<file path="src/smh_pkg.sv">
package smh_pkg;
	// Clock and timing: least times round up to whole cycles
	localparam int CLK_PERIOD_NS = 20;
	localparam int STROBE_NS = 100;
	localparam int EOP_OVERLAP_NS = 100;
	localparam logic [3:0] STROBE_CYC = 4'((STROBE_NS + CLK_PERIOD_NS - 1) / CLK_PERIOD_NS);
	localparam logic [3:0] EOP_CYC = 4'((EOP_OVERLAP_NS + CLK_PERIOD_NS - 1) / CLK_PERIOD_NS);

	// Device port numbers on the address pins
	localparam logic [2:0] PORT_DATA = 3'h0;
	localparam logic [2:0] PORT_ICR = 3'h1;
	localparam logic [2:0] PORT_OPERATING_CONTROL = 3'h2;
	localparam logic [2:0] PORT_TARGET_PHASE_COMMAND = 3'h3;
	localparam logic [2:0] PORT_BUS_SIGNAL_STATUS = 3'h4;
	localparam logic [2:0] PORT_SEND_TRANSFER_START = 3'h5;
	localparam logic [2:0] PORT_TARGET_RECEIVE_START = 3'h6;
	localparam logic [2:0] PORT_INITIATOR_RECEIVE_START = 3'h7;

	// Operating control and initiator command fields, and the start port data byte
	localparam int MODE_BURST_DMA_SELECT = 7;
	localparam int MODE_TARGET_ROLE_SELECT = 6;
	localparam int MODE_PARITY_CHECK_ENABLE = 5;
	localparam int MODE_PARITY_IRQ_ENABLE = 4;
	localparam int MODE_TRANSFER_END_IRQ_ENABLE = 3;
	localparam int MODE_BUSY_LOSS_WATCH = 2;
	localparam int MODE_DMA_ENABLE = 1;
	localparam int MODE_ARBITRATION_REQUEST = 0;
	localparam int ICR_DRIVE_DATA_LINES = 0;
	localparam int ICR_ARBITRATION_LOST = 5;
	localparam int ICR_ARBITRATION_ACTIVE = 6;
	localparam logic [7:0] START_PORT_DATA = 8'h00;

	// Bus phase codes, I/O then C/D then MSG from high bit to low
	typedef enum logic [2:0] {
		PH_DATA_OUT = 3'h0,
		PH_UNSPEC_A = 3'h1,
		PH_COMMAND = 3'h2,
		PH_MSG_OUT = 3'h3,
		PH_DATA_IN = 3'h4,
		PH_UNSPEC_B = 3'h5,
		PH_STATUS = 3'h6,
		PH_MSG_IN = 3'h7
	} smh_phase_e;

	// Controller register map on the software port
	localparam logic [3:0] REG_CMD = 4'h0;
	localparam logic [3:0] REG_DEV_WDATA = 4'h1;
	localparam logic [3:0] REG_DEV_RDATA = 4'h2;
	localparam logic [3:0] REG_STATUS = 4'h3;
	localparam logic [3:0] REG_DMA_COUNT = 4'h4;
	localparam logic [3:0] REG_DMA_WDATA = 4'h5;
	localparam logic [3:0] REG_DMA_RDATA = 4'h6;
	localparam logic [3:0] REG_HOST_CTRL = 4'h7;
	localparam int CMD_READ_BIT = 3;
	localparam int STAT_BUSY = 0;
	localparam int STAT_REFUSED = 1;
	localparam int STAT_IRQ = 2;
	localparam int STAT_DRQ = 3;
	localparam int STAT_DMA = 4;
	localparam int HOST_CTRL_RESET = 0;

	// Sequencer states, Gray coded along the access path but not along the byte path
	typedef enum logic [2:0] {
		S_IDLE = 3'b000,
		S_SETUP = 3'b001,
		S_STROBE = 3'b011,
		S_HOLD = 3'b010,
		S_DWAIT = 3'b110,
		S_DSTROBE = 3'b111,
		S_DHOLD = 3'b101
	} smh_state_e;
endpackage

</file>
<file path="src/smh_scsi_host.sv">
`timescale 1ns/10ps
module smh_scsi_host #(
	parameter int CNT_W = 8
) (
	input wire logic core_clk_i,
	input wire logic nrst_i,
	input wire logic ce_i,
	input wire logic [3:0] sw_addr_i,
	input wire logic [7:0] sw_wdata_i,
	input wire logic sw_wr_i,
	input wire logic sw_rd_i,
	output logic [7:0] sw_rdata_o,
	output logic dev_cs_n_o,
	output logic [2:0] dev_addr_o,
	output logic read_strobe_n_o,
	output logic write_strobe_n_o,
	input wire logic [7:0] dev_data_i,
	output logic [7:0] dev_data_o,
	output logic dev_data_oe_o,
	input wire logic dma_req_i,
	output logic dma_ack_n_o,
	output logic transfer_end_n_o,
	input wire logic dev_ready_i,
	input wire logic dev_irq_i,
	output logic dev_reset_n_o
);
	import smh_pkg::*;

	smh_state_e state, next_state;
	logic [3:0] cnt, next_cnt;
	logic acc_rd, next_acc_rd;
	logic [2:0] acc_port, next_acc_port;
	logic [7:0] dev_wdata, next_dev_wdata;
	logic [7:0] dev_rdata, next_dev_rdata;
	logic refused, next_refused;
	logic [CNT_W-1:0] dma_count, next_dma_count;
	logic [7:0] dma_wdata, next_dma_wdata;
	logic [7:0] dma_rdata, next_dma_rdata;
	logic dma_armed, next_dma_armed;
	logic dma_send, next_dma_send;
	logic [7:0] shadow_mode, next_shadow_mode;
	logic [7:0] shadow_icr, next_shadow_icr;
	logic host_rst, next_host_rst;
	logic [7:0] sw_rdata, next_sw_rdata;
	logic cs_n, next_cs_n;
	logic [2:0] addr, next_addr;
	logic rd_n, next_rd_n;
	logic wr_n, next_wr_n;
	logic [7:0] dout, next_dout;
	logic oe, next_oe;
	logic dma_ack_in_n, next_dma_ack_in_n;
	logic eop_n, next_eop_n;
	logic cmd_wr;
	logic cmd_ok;
	logic last_byte;
	logic byte_go;

	// Guard on device accesses; refused ones never reach the pins
	function automatic logic access_legal(input logic rd, input logic [2:0] port,
			input logic [7:0] data, input logic [7:0] mode, input logic [7:0] icr);
		logic ok;
		ok = 1'b1;
		if (!rd && port >= PORT_SEND_TRANSFER_START && !mode[MODE_DMA_ENABLE]) begin
			ok = 1'b0;
		end
		if (!rd && port == PORT_SEND_TRANSFER_START && !icr[ICR_DRIVE_DATA_LINES]) begin
			ok = 1'b0;
		end
		if (!rd && port == PORT_TARGET_RECEIVE_START && !mode[MODE_TARGET_ROLE_SELECT]) begin
			ok = 1'b0;
		end
		if (!rd && port == PORT_INITIATOR_RECEIVE_START && mode[MODE_TARGET_ROLE_SELECT]) begin
			ok = 1'b0;
		end
		if (!rd && port == PORT_TARGET_PHASE_COMMAND && (smh_phase_e'(data[2:0]) == PH_UNSPEC_A
				|| smh_phase_e'(data[2:0]) == PH_UNSPEC_B)) begin
			ok = 1'b0;
		end
		return ok;
	endfunction

	// Strobe length for a byte; the last byte keeps the end marker long enough
	function automatic logic [3:0] hold_cycles(input logic with_end);
		logic [3:0] n;
		n = STROBE_CYC;
		if (with_end && EOP_CYC > STROBE_CYC) begin
			n = EOP_CYC;
		end
		if (n == 4'h0) begin
			n = 4'h1;
		end
		return n - 4'h1;
	endfunction

	assign cmd_wr = sw_wr_i && sw_addr_i == REG_CMD;
	assign cmd_ok = access_legal(sw_wdata_i[CMD_READ_BIT], sw_wdata_i[2:0], dev_wdata,
		shadow_mode, shadow_icr);
	assign last_byte = dma_count == CNT_W'(1);
	// Burst mode paces on ready once the byte run has begun; normal mode on request
	assign byte_go = shadow_mode[MODE_BURST_DMA_SELECT] ?
		(dev_ready_i && (dma_req_i || !dma_ack_in_n)) : dma_req_i;

	// Next values of the sequencer, the register file and the pin flops
	always_comb begin
		next_state = state;
		next_cnt = cnt;
		next_acc_rd = acc_rd;
		next_acc_port = acc_port;
		next_dev_wdata = dev_wdata;
		next_dev_rdata = dev_rdata;
		next_refused = refused;
		next_dma_count = dma_count;
		next_dma_wdata = dma_wdata;
		next_dma_rdata = dma_rdata;
		next_dma_armed = dma_armed;
		next_dma_send = dma_send;
		next_shadow_mode = shadow_mode;
		next_shadow_icr = shadow_icr;
		next_host_rst = host_rst;
		next_sw_rdata = 8'h00;
		next_cs_n = cs_n;
		next_addr = addr;
		next_rd_n = rd_n;
		next_wr_n = wr_n;
		next_dout = dout;
		next_oe = oe;
		next_dma_ack_in_n = dma_ack_in_n;
		next_eop_n = eop_n;

		// Plain register writes from software
		if (sw_wr_i) begin
			unique case (sw_addr_i)
				REG_DEV_WDATA: next_dev_wdata = sw_wdata_i;
				REG_DMA_COUNT: next_dma_count = CNT_W'(sw_wdata_i);
				REG_DMA_WDATA: next_dma_wdata = sw_wdata_i;
				REG_HOST_CTRL: next_host_rst = sw_wdata_i[HOST_CTRL_RESET];
				default: ;
			endcase
		end

		// Read data stands only in the cycle after the read strobe
		if (sw_rd_i) begin
			unique case (sw_addr_i)
				REG_DEV_WDATA: next_sw_rdata = dev_wdata;
				REG_DEV_RDATA: next_sw_rdata = dev_rdata;
				REG_STATUS: begin
					next_sw_rdata[STAT_BUSY] = state != S_IDLE;
					next_sw_rdata[STAT_REFUSED] = refused;
					next_sw_rdata[STAT_IRQ] = dev_irq_i;
					next_sw_rdata[STAT_DRQ] = dma_req_i;
					next_sw_rdata[STAT_DMA] = dma_armed;
					next_refused = 1'b0;
				end
				REG_DMA_COUNT: next_sw_rdata = 8'(dma_count);
				REG_DMA_WDATA: next_sw_rdata = dma_wdata;
				REG_DMA_RDATA: next_sw_rdata = dma_rdata;
				REG_HOST_CTRL: next_sw_rdata[HOST_CTRL_RESET] = host_rst;
				default: ;
			endcase
		end

		// Device access command, taken only between bytes so no byte is cut short
		if (cmd_wr) begin
			if ((state == S_IDLE || state == S_DWAIT) && cmd_ok) begin
				next_acc_rd = sw_wdata_i[CMD_READ_BIT];
				next_acc_port = sw_wdata_i[2:0];
				next_addr = sw_wdata_i[2:0];
				next_dma_ack_in_n = 1'b1; // acknowledge drops before select
				next_state = S_SETUP;
			end else begin
				next_refused = 1'b1; // Set wins over the status read clear
			end
		end else begin
			unique case (state)
				S_IDLE: begin
					if (dma_armed && dma_count != '0) begin
						next_state = S_DWAIT; // no per-byte software action
					end
				end
				S_SETUP: begin
					next_cs_n = 1'b0;
					next_rd_n = !acc_rd;
					next_wr_n = acc_rd;
					next_oe = !acc_rd;
					next_dout = acc_port >= PORT_SEND_TRANSFER_START ?
						START_PORT_DATA : dev_wdata;
					next_cnt = hold_cycles(1'b0);
					next_state = S_STROBE;
				end
				S_STROBE: begin
					if (cnt == 4'h0) begin
						next_rd_n = 1'b1;
						next_wr_n = 1'b1;
						if (acc_rd) begin
							next_dev_rdata = dev_data_i;
							// Port 2 read reloads the mode shadow from the device
							if (acc_port == PORT_OPERATING_CONTROL) begin
								next_shadow_mode = dev_data_i; // Sees device clear
							end
						end else begin
							if (acc_port == PORT_OPERATING_CONTROL) begin
								next_shadow_mode = dev_wdata;
								if (!dev_wdata[MODE_DMA_ENABLE]) begin
									next_dma_armed = 1'b0;
								end
							end
							if (acc_port == PORT_ICR) begin
								next_shadow_icr = dev_wdata;
							end
							if (acc_port >= PORT_SEND_TRANSFER_START) begin
								next_dma_armed = 1'b1;
								next_dma_send = acc_port == PORT_SEND_TRANSFER_START;
							end
						end
						next_state = S_HOLD;
					end else begin
						next_cnt = cnt - 4'h1;
					end
				end
				S_HOLD: begin
					next_cs_n = 1'b1;
					next_oe = 1'b0;
					next_state = S_IDLE;
				end
				S_DWAIT: begin
					if (!dma_armed || dma_count == '0) begin
						next_dma_ack_in_n = 1'b1;
						next_dma_armed = 1'b0;
						next_state = S_IDLE;
					end else if (byte_go) begin
						next_dma_ack_in_n = 1'b0;
						next_rd_n = dma_send;
						next_wr_n = !dma_send;
						next_oe = dma_send;
						next_dout = dma_wdata;
						next_eop_n = !last_byte;
						next_cnt = hold_cycles(last_byte);
						next_state = S_DSTROBE;
					end
				end
				S_DSTROBE: begin
					if (cnt == 4'h0) begin
						// Strobe trailing edge ends the byte in burst mode
						next_rd_n = 1'b1;
						next_wr_n = 1'b1;
						next_eop_n = 1'b1;
						if (!dma_send) begin
							next_dma_rdata = dev_data_i;
						end
						next_dma_count = dma_count - CNT_W'(1);
						next_state = S_DHOLD;
					end else begin
						next_cnt = cnt - 4'h1;
					end
				end
				S_DHOLD: begin
					next_oe = 1'b0;
					// Acknowledge rising edge ends the byte in normal mode
					if (!shadow_mode[MODE_BURST_DMA_SELECT] || dma_count == '0) begin
						next_dma_ack_in_n = 1'b1;
					end
					if (dma_count == '0) begin
						// Device keeps its DMA enable; software clears it
						next_dma_armed = 1'b0;
						next_state = S_IDLE;
					end else begin
						next_state = S_DWAIT;
					end
				end
				default: next_state = S_IDLE;
			endcase
		end
	end

	// Register stage; clock enable low freezes everything
	always_ff @(posedge core_clk_i or negedge nrst_i) begin
		if (!nrst_i) begin
			state <= S_IDLE;
			cnt <= 4'h0;
			acc_rd <= 1'b0;
			acc_port <= 3'h0;
			dev_wdata <= 8'h00;
			dev_rdata <= 8'h00;
			refused <= 1'b0;
			dma_count <= '0;
			dma_wdata <= 8'h00;
			dma_rdata <= 8'h00;
			dma_armed <= 1'b0;
			dma_send <= 1'b0;
			shadow_mode <= 8'h00;
			shadow_icr <= 8'h00;
			host_rst <= 1'b0;
			sw_rdata <= 8'h00;
			cs_n <= 1'b1;
			addr <= 3'h0;
			rd_n <= 1'b1;
			wr_n <= 1'b1;
			dout <= 8'h00;
			oe <= 1'b0;
			dma_ack_in_n <= 1'b1;
			eop_n <= 1'b1;
		end else if (ce_i) begin
			state <= next_state;
			cnt <= next_cnt;
			acc_rd <= next_acc_rd;
			acc_port <= next_acc_port;
			dev_wdata <= next_dev_wdata;
			dev_rdata <= next_dev_rdata;
			refused <= next_refused;
			dma_count <= next_dma_count;
			dma_wdata <= next_dma_wdata;
			dma_rdata <= next_dma_rdata;
			dma_armed <= next_dma_armed;
			dma_send <= next_dma_send;
			shadow_mode <= next_shadow_mode;
			shadow_icr <= next_shadow_icr;
			host_rst <= next_host_rst;
			sw_rdata <= next_sw_rdata;
			cs_n <= next_cs_n;
			addr <= next_addr;
			rd_n <= next_rd_n;
			wr_n <= next_wr_n;
			dout <= next_dout;
			oe <= next_oe;
			dma_ack_in_n <= next_dma_ack_in_n;
			eop_n <= next_eop_n;
		end
	end

	// Every output but dev_reset_n_o straight from a flop
	assign sw_rdata_o = sw_rdata;
	assign dev_cs_n_o = cs_n;
	assign dev_addr_o = addr;
	assign read_strobe_n_o = rd_n;
	assign write_strobe_n_o = wr_n;
	assign dev_data_o = dout;
	assign dev_data_oe_o = oe;
	assign dma_ack_n_o = dma_ack_in_n;
	assign transfer_end_n_o = eop_n;
	assign dev_reset_n_o = !host_rst; // Inverter on a flop; no logic beyond it
endmodule

</file>
<file path="config.mk">
export PLATFORM = sky130hd
export DESIGN_NAME = smh_scsi_host
export DESIGN_NICKNAME = d
export VERILOG_FILES = /design/src/smh_pkg.sv /design/src/smh_scsi_host.sv
export SDC_FILE = /design/constraint.sdc
export NUM_CORES = 1
export LEC_CHECK = 0
export BUFFER_PORTS_ARGS = -buffer_cell sky130_fd_sc_hd__buf_2
export CAP_MARGIN = 10
export CORE_MARGIN = 2
export CORE_UTILIZATION = 50
export DETAILED_ROUTE_END_ITERATION = 7
export HOLD_SLACK_MARGIN = 0.02
export PLACE_DENSITY = 0.7
export REMOVE_ABC_BUFFERS = 1
export SLEW_MARGIN = 20
export SYNTH_ARGS = -nofsm -noshare
export SYNTH_HDL_FRONTEND = slang
export SYNTH_SLANG_ARGS = --single-unit
</file>
<file path="constraint.sdc">
create_clock -name core_clk_i -period 4.9 [get_ports core_clk_i]
set_clock_uncertainty 0.15 [all_clocks]
set_input_delay 0.49 -clock core_clk_i [delete_from_list [all_inputs] [get_ports core_clk_i]]
set_output_delay 0.49 -clock core_clk_i [all_outputs]
set_load 0.02 [all_outputs]
</file>
== Word-level counts from Yosys, hierarchy flattened ==
Index checks and enable logic that the tools add are counted.
W data, S select, Z words.

* Bits in registers: 86
* Latch bits: 0
* Memory bits (writable): 0
* ROM bits: 0
* Bits of input ports: 28
* Output and inout port bits: 26
* Logic and storage cells: 198
* Memories: 0

* $add $sub $neg: 2
* Multiply operators: 0
* Div/mod/pow operators: 0
* Order comparisons: 2
* Eq/ne operators: 40
* Shifts and indexed selects: 0
* Multiplexer cells: 65
* Bitwise gates (word level): 3
* Reduce and logical (&&, ||, !) cells: 63

{| class="wikitable"
|+ Operators by type and width
! operator !! count
|-
| $mux W8 || 12
|-
| $reduce_and A6 Y1 || 6
|-
| $reduce_and A5 Y1 || 6
|-
| $mux W1 || 29
|-
| $eq A3 B3 Y1 const B || 8
|-
| $mux W3 || 8
|-
| $pmux W4 S6 || 1
|-
| $pmux W3 S6 || 1
|-
| $eq A4 B3 Y1 const B || 4
|-
| $pmux W8 S2 || 1
|-
| $ne A3 B3 Y1 const B || 5
|-
| $pmux W3 S5 || 1
|-
| $reduce_and A3 Y1 || 5
|-
| $reduce_bool A3 Y1 || 5
|-
| $logic_and A1 B1 Y1 || 14
|-
| $ne A2 B2 Y1 const B || 7
|-
| $eq A3 B2 Y1 const B || 4
|-
| $mux W4 || 3
|-
| $pmux W1 S3 || 4
|-
| $pmux W4 S3 || 1
|-
| $logic_not A1 Y1 || 11
|-
| $eq A3 B1 Y1 const B || 3
|-
| $reduce_and A9 Y1 || 1
|-
| $eq A4 B2 Y1 const B || 2
|-
| other kinds (18) || 33
|}

== Logic depth before layout (Yosys ltp) ==
* Word-level depth: 11
* Depth in mapped cells: 9
* Depth with buffers taken out: 7

== Worst setup path before layout ==
OpenSTA, ideal clock, no wires.

* Path type: register to register
* From: reg cnt[0]
* To: reg dma_count[7]
* Setup time: 121 ps
* Arrival time: 2199 ps
* Data required time: 4629 ps
* Path slack: 2430 ps
* Cell stages (with the launch flop): 9
* Buffers on the path: 1
* Period minus slack after synthesis: 2470 ps
* Cells stage by stage: dfrtp_1 > inv_1 > ha_1 > or3b_1 > buf_6 > a211o_1 > or4_4 > a21o_1 > a22o_1

* Cells in the longest elaborated chain, start to end: 4

{| class="wikitable"
|+ Ends and longest elaborated chain
! what !! line !! source
|-
| start: declaration || smh_scsi_host.sv:30 || <nowiki>logic [3:0] cnt, next_cnt;</nowiki>
|-
| start signal: assignment || smh_scsi_host.sv:304 || <nowiki>cnt <= next_cnt;</nowiki>
|-
| $logic_not A4 Y1 || smh_scsi_host.sv:242 || <nowiki>if (cnt == 4'h0) begin</nowiki>
|-
| $mux W8 || smh_scsi_host.sv:242 ||
|-
| $mux W8 || smh_scsi_host.sv:174 || <nowiki>unique case (state)</nowiki>
|-
| $mux W8 || smh_scsi_host.sv:163 || <nowiki>if (cmd_wr) begin</nowiki>
|-
| end signal: assignment || smh_scsi_host.sv:310 || <nowiki>dma_count <= next_dma_count;</nowiki>
|-
| end: declaration || smh_scsi_host.sv:36 || <nowiki>logic [CNT_W-1:0] dma_count, next_dma_count;</nowiki>
|}

Every way passes these cells.
A chain may end at the register's enable or synchronous reset.

== Worst setup path after layout ==
Same ends and word-level chain as after synthesis.

==> summary by stage <==
Worst setup path
The worst setup path is launched from a register. For the worst flop-to-flop path, the logic depth is 7. The startpoint of the worst-slack reg-to-reg timing path is cnt[0]. The critical path start-end classification is reg -> reg. Across all register-to-register paths, the minimum setup slack is 2.06 ns. The end of the worst register-to-register path is dma_count[7]. The top fanout value on the critical path is 11. The endpoint of the worst setup timing path is dma_count[7]. For the worst setup path, the data arrival time is 2.95 ns. The origin of the worst setup path is cnt[0]. STA classifies the critical path endpoint as a register. The worst endpoint required time is 5.01 ns.

Placed design
Once detailed placement completed, the half-perimeter wirelength came to 8.46 mm. The congestion estimate from routability-driven global placement came to 0.877. The post-place instance area is 4790 um^2. The cell total after placement is 573. The worst setup timing slack at the placement stage is 2.08 ns. The number of I/O port buffers is 53.

Floorplan
The total I/O pin count is 54. The die is 98.8 um wide. The floorplan step defined a die boundary enclosing 9760 um^2. Once the floorplan was initialized, standard cells occupied 51.5% of the core. The die boundary height is 98.8 um. After floorplanning, the core was sized to cover 8720 um^2.

The floorplan has 34 rows.

Clock tree
Clock-pin slew was measured on the worst setup and hold paths at 0.09 ns. The number of hold buffers added after CTS is 0. The maximum number of buffers from clock root to sink is 2. The root buffer cell is sky130_fd_sc_hd__clkbuf_8. The number of CTS-inserted buffers is 9. TritonCTS built the clock tree. The clock net sink count is 81.

The source-to-sink clock delay at the later pin of the worst-skew pair is 0.37 ns. In this run, post-CTS repair resized a total of 0 instances. The buffer count from post-CTS setup fixing is 0. The H-tree was split into 3 levels.

Route
In the final routed layout, each cell accounts on average for 19.8 um. The first-pass detailed-route iteration total is 5. In the routed layout, each cell is associated on average with a via count of 6.38. The initial DRC count is 370. The count of nets left with antenna violations once routing finished came out at 0. The remaining design rule violation count is 0. The wire length after detailed routing is 11.7 mm. Across all layers, the routed design uses 3758 vias.

Flow run
Across the run, the number of max-cap violations was 0.

Power
Across the VDD grid, the largest voltage drop is 0.000218 V. The post-route total power is 2.46 mW. The leakage power is 2.21 nW. Power spread over the standard cell area amounts to 488 nW/um^2.

Global route
The pin count of the biggest net entering global routing is 82. The number of global-route vias before repair is 3519. Across every metal layer, demand over resource in global routing totals 24.7%. The wire length of the first global-routing pass is 18.8 mm.

The initial antenna violation count came to 0. The global route total overflow is 0.

Logic synthesis
Of the synthesized area, sequential elements account for 45.3%. The number of distinct library cells after synthesis is 67. The count of state elements after synthesis is 81. The async set or reset register ratio after synthesis is 100%.

Synthesis produced a netlist whose cell count is 436. After synthesis the cells add up to 4490 um^2. For this run, the leading register cell type out of synthesis is sky130_fd_sc_hd__dfrtp_1. The total number of yosys warnings is 0. The post-synthesis area per instance is 10.3 um^2. The number of synthesized flops with an enable pin is 0.

STA
The transition time at the pin with the least slew margin is 0.906 ns. The final count of negative-setup-slack endpoints is 0. The summed negative setup slack over all endpoints is 0 ns.

Setup repair after global routing left no endpoint under its margin. The number of hold violations in the final report came to 5. Across all setup checks in the final design, the least slack found is 2.06 ns. In this run the tightest slew margin relative to its limit is 38.8%. The maximum achievable frequency is 0.352 GHz. The time the worst path needs with I/O delays and setup is 2.84 ns. The share of the clock period used by the worst path after layout is 58.0%. Final hold analysis gives a worst-case slack of -0.00689 ns. The final count of pins violating max slew was 0.

Final layout
Measured on the finished design, the core utilization comes to 57.7%. The count of inserted antenna diode cells is 0. The fraction of final layout cells sized beyond drive strength 1 is 24.9%. Leaving out filler cells and counting taps, the final layout contains 589. The library cell used most frequently in the layout, excluding fill and tap cells, is sky130_fd_sc_hd__dfrtp_1. Summing all non-filler instances in the final layout gives an area of 5030 um^2. Across the whole layout, storage elements account for 2030 um^2. The final-layout fill cell count is 752. In the layout the commonest cells are 76 x sky130_fd_sc_hd__dfrtp_1, 52 x sky130_fd_sc_hd__buf_2, 37 x sky130_fd_sc_hd__mux2_2. The count of nets after finishing is 508. The synthesis-to-finish area growth is 12.0%.

The multi-input combinational cell area is 2310 um^2.

Worst hold path
The path class of the tightest hold or removal check is in -> async.

Run status
The checks that failed: negative hold slack. The run finished, with violations left.
state kept, by name, indices dropped and copies added (netlist names), 4 cells and up:
register / cells
cnt: 4
dev_wdata: 8
sw_rdata_o: 8
dev_rdata: 8
dma_rdata: 8
dev_data_o: 8
dma_wdata: 8
dma_count: 8
critical path: stages (launching register included):
cell                      delay [ns]
sky130_fd_sc_hd__dfrtp_1        0.42
sky130_fd_sc_hd__inv_1          0.07
sky130_fd_sc_hd__ha_1           0.23
sky130_fd_sc_hd__or3b_1         0.52
sky130_fd_sc_hd__a211o_1        0.45
sky130_fd_sc_hd__or4_4          0.53
sky130_fd_sc_hd__a21o_1         0.19
sky130_fd_sc_hd__a22o_1         0.17
worst min path at each step:
stage | end | slack, ns | depth (start not counted)
finish | state[0] | -0.007 | 1
floorplan | acc_rd | 0.04 | 0
global placement | dev_data_o[5] | 0.32 | 1
detailed placement | dev_data_o[2] | 0.33 | 1
global route | cnt[3] | 0.06 | 1
CTS | state[0] | 0.18 | 1
power by group:
| part | switching (mW) | total, mW | internal (mW) |
|---|---|---|---|
| registers | 0.218 | 1.08 | 0.861 |
| logic | 0.470 | 0.821 | 0.351 |
| clock network | 0.266 | 0.558 | 0.292 |
metal layers:
layer	global-route usage (%)	share of wire, %
met5	0	0
met4	7.69	1.8
met3	4.89	7.2
met2	37.7	46
met1	35.6	45
cell usage after synthesis (all sizes together) (8+ instances only):
master / instances / area share [%]
dfrtp: 76 / 42
inv: 14 / 1.2
clkbuf: 17 / 1.4
nand3: 11 / 1.2
o21ai: 28 / 3.1
nor3: 13 / 1.6
a22o: 10 / 1.9
o22ai: 8 / 1.1
nand2: 27 / 2.3
nor2: 24 / 2.0
mux2: 51 / 13
nor2b: 8 / 1.1
a22oi: 10 / 1.7
a21oi: 23 / 2.6
cells by family after synthesis:
family / after synthesis / synth area share, %
adder cells (fa/ha/maj): 4 / 1.11
XOR/XNOR: 1 / 0.195
flip-flops: 81 / 45.3
AO/OA/AOI/OAI: 134 / 20.4
AND/OR/NAND/NOR: 121 / 15.4
multiplexers: 57 / 14.1
buffers and inverters: 38 / 3.45
layout make-up:
type,instances,area share [%]
clock buffers,9,2.46
inverters,14,1.04
clock inverters,7,2.04
multi-input cells,317,46.0
repair buffers,53,5.40
flip-flops and latches,81,40.4
well taps,108,2.69
Power figures use the tool's default switching activity.
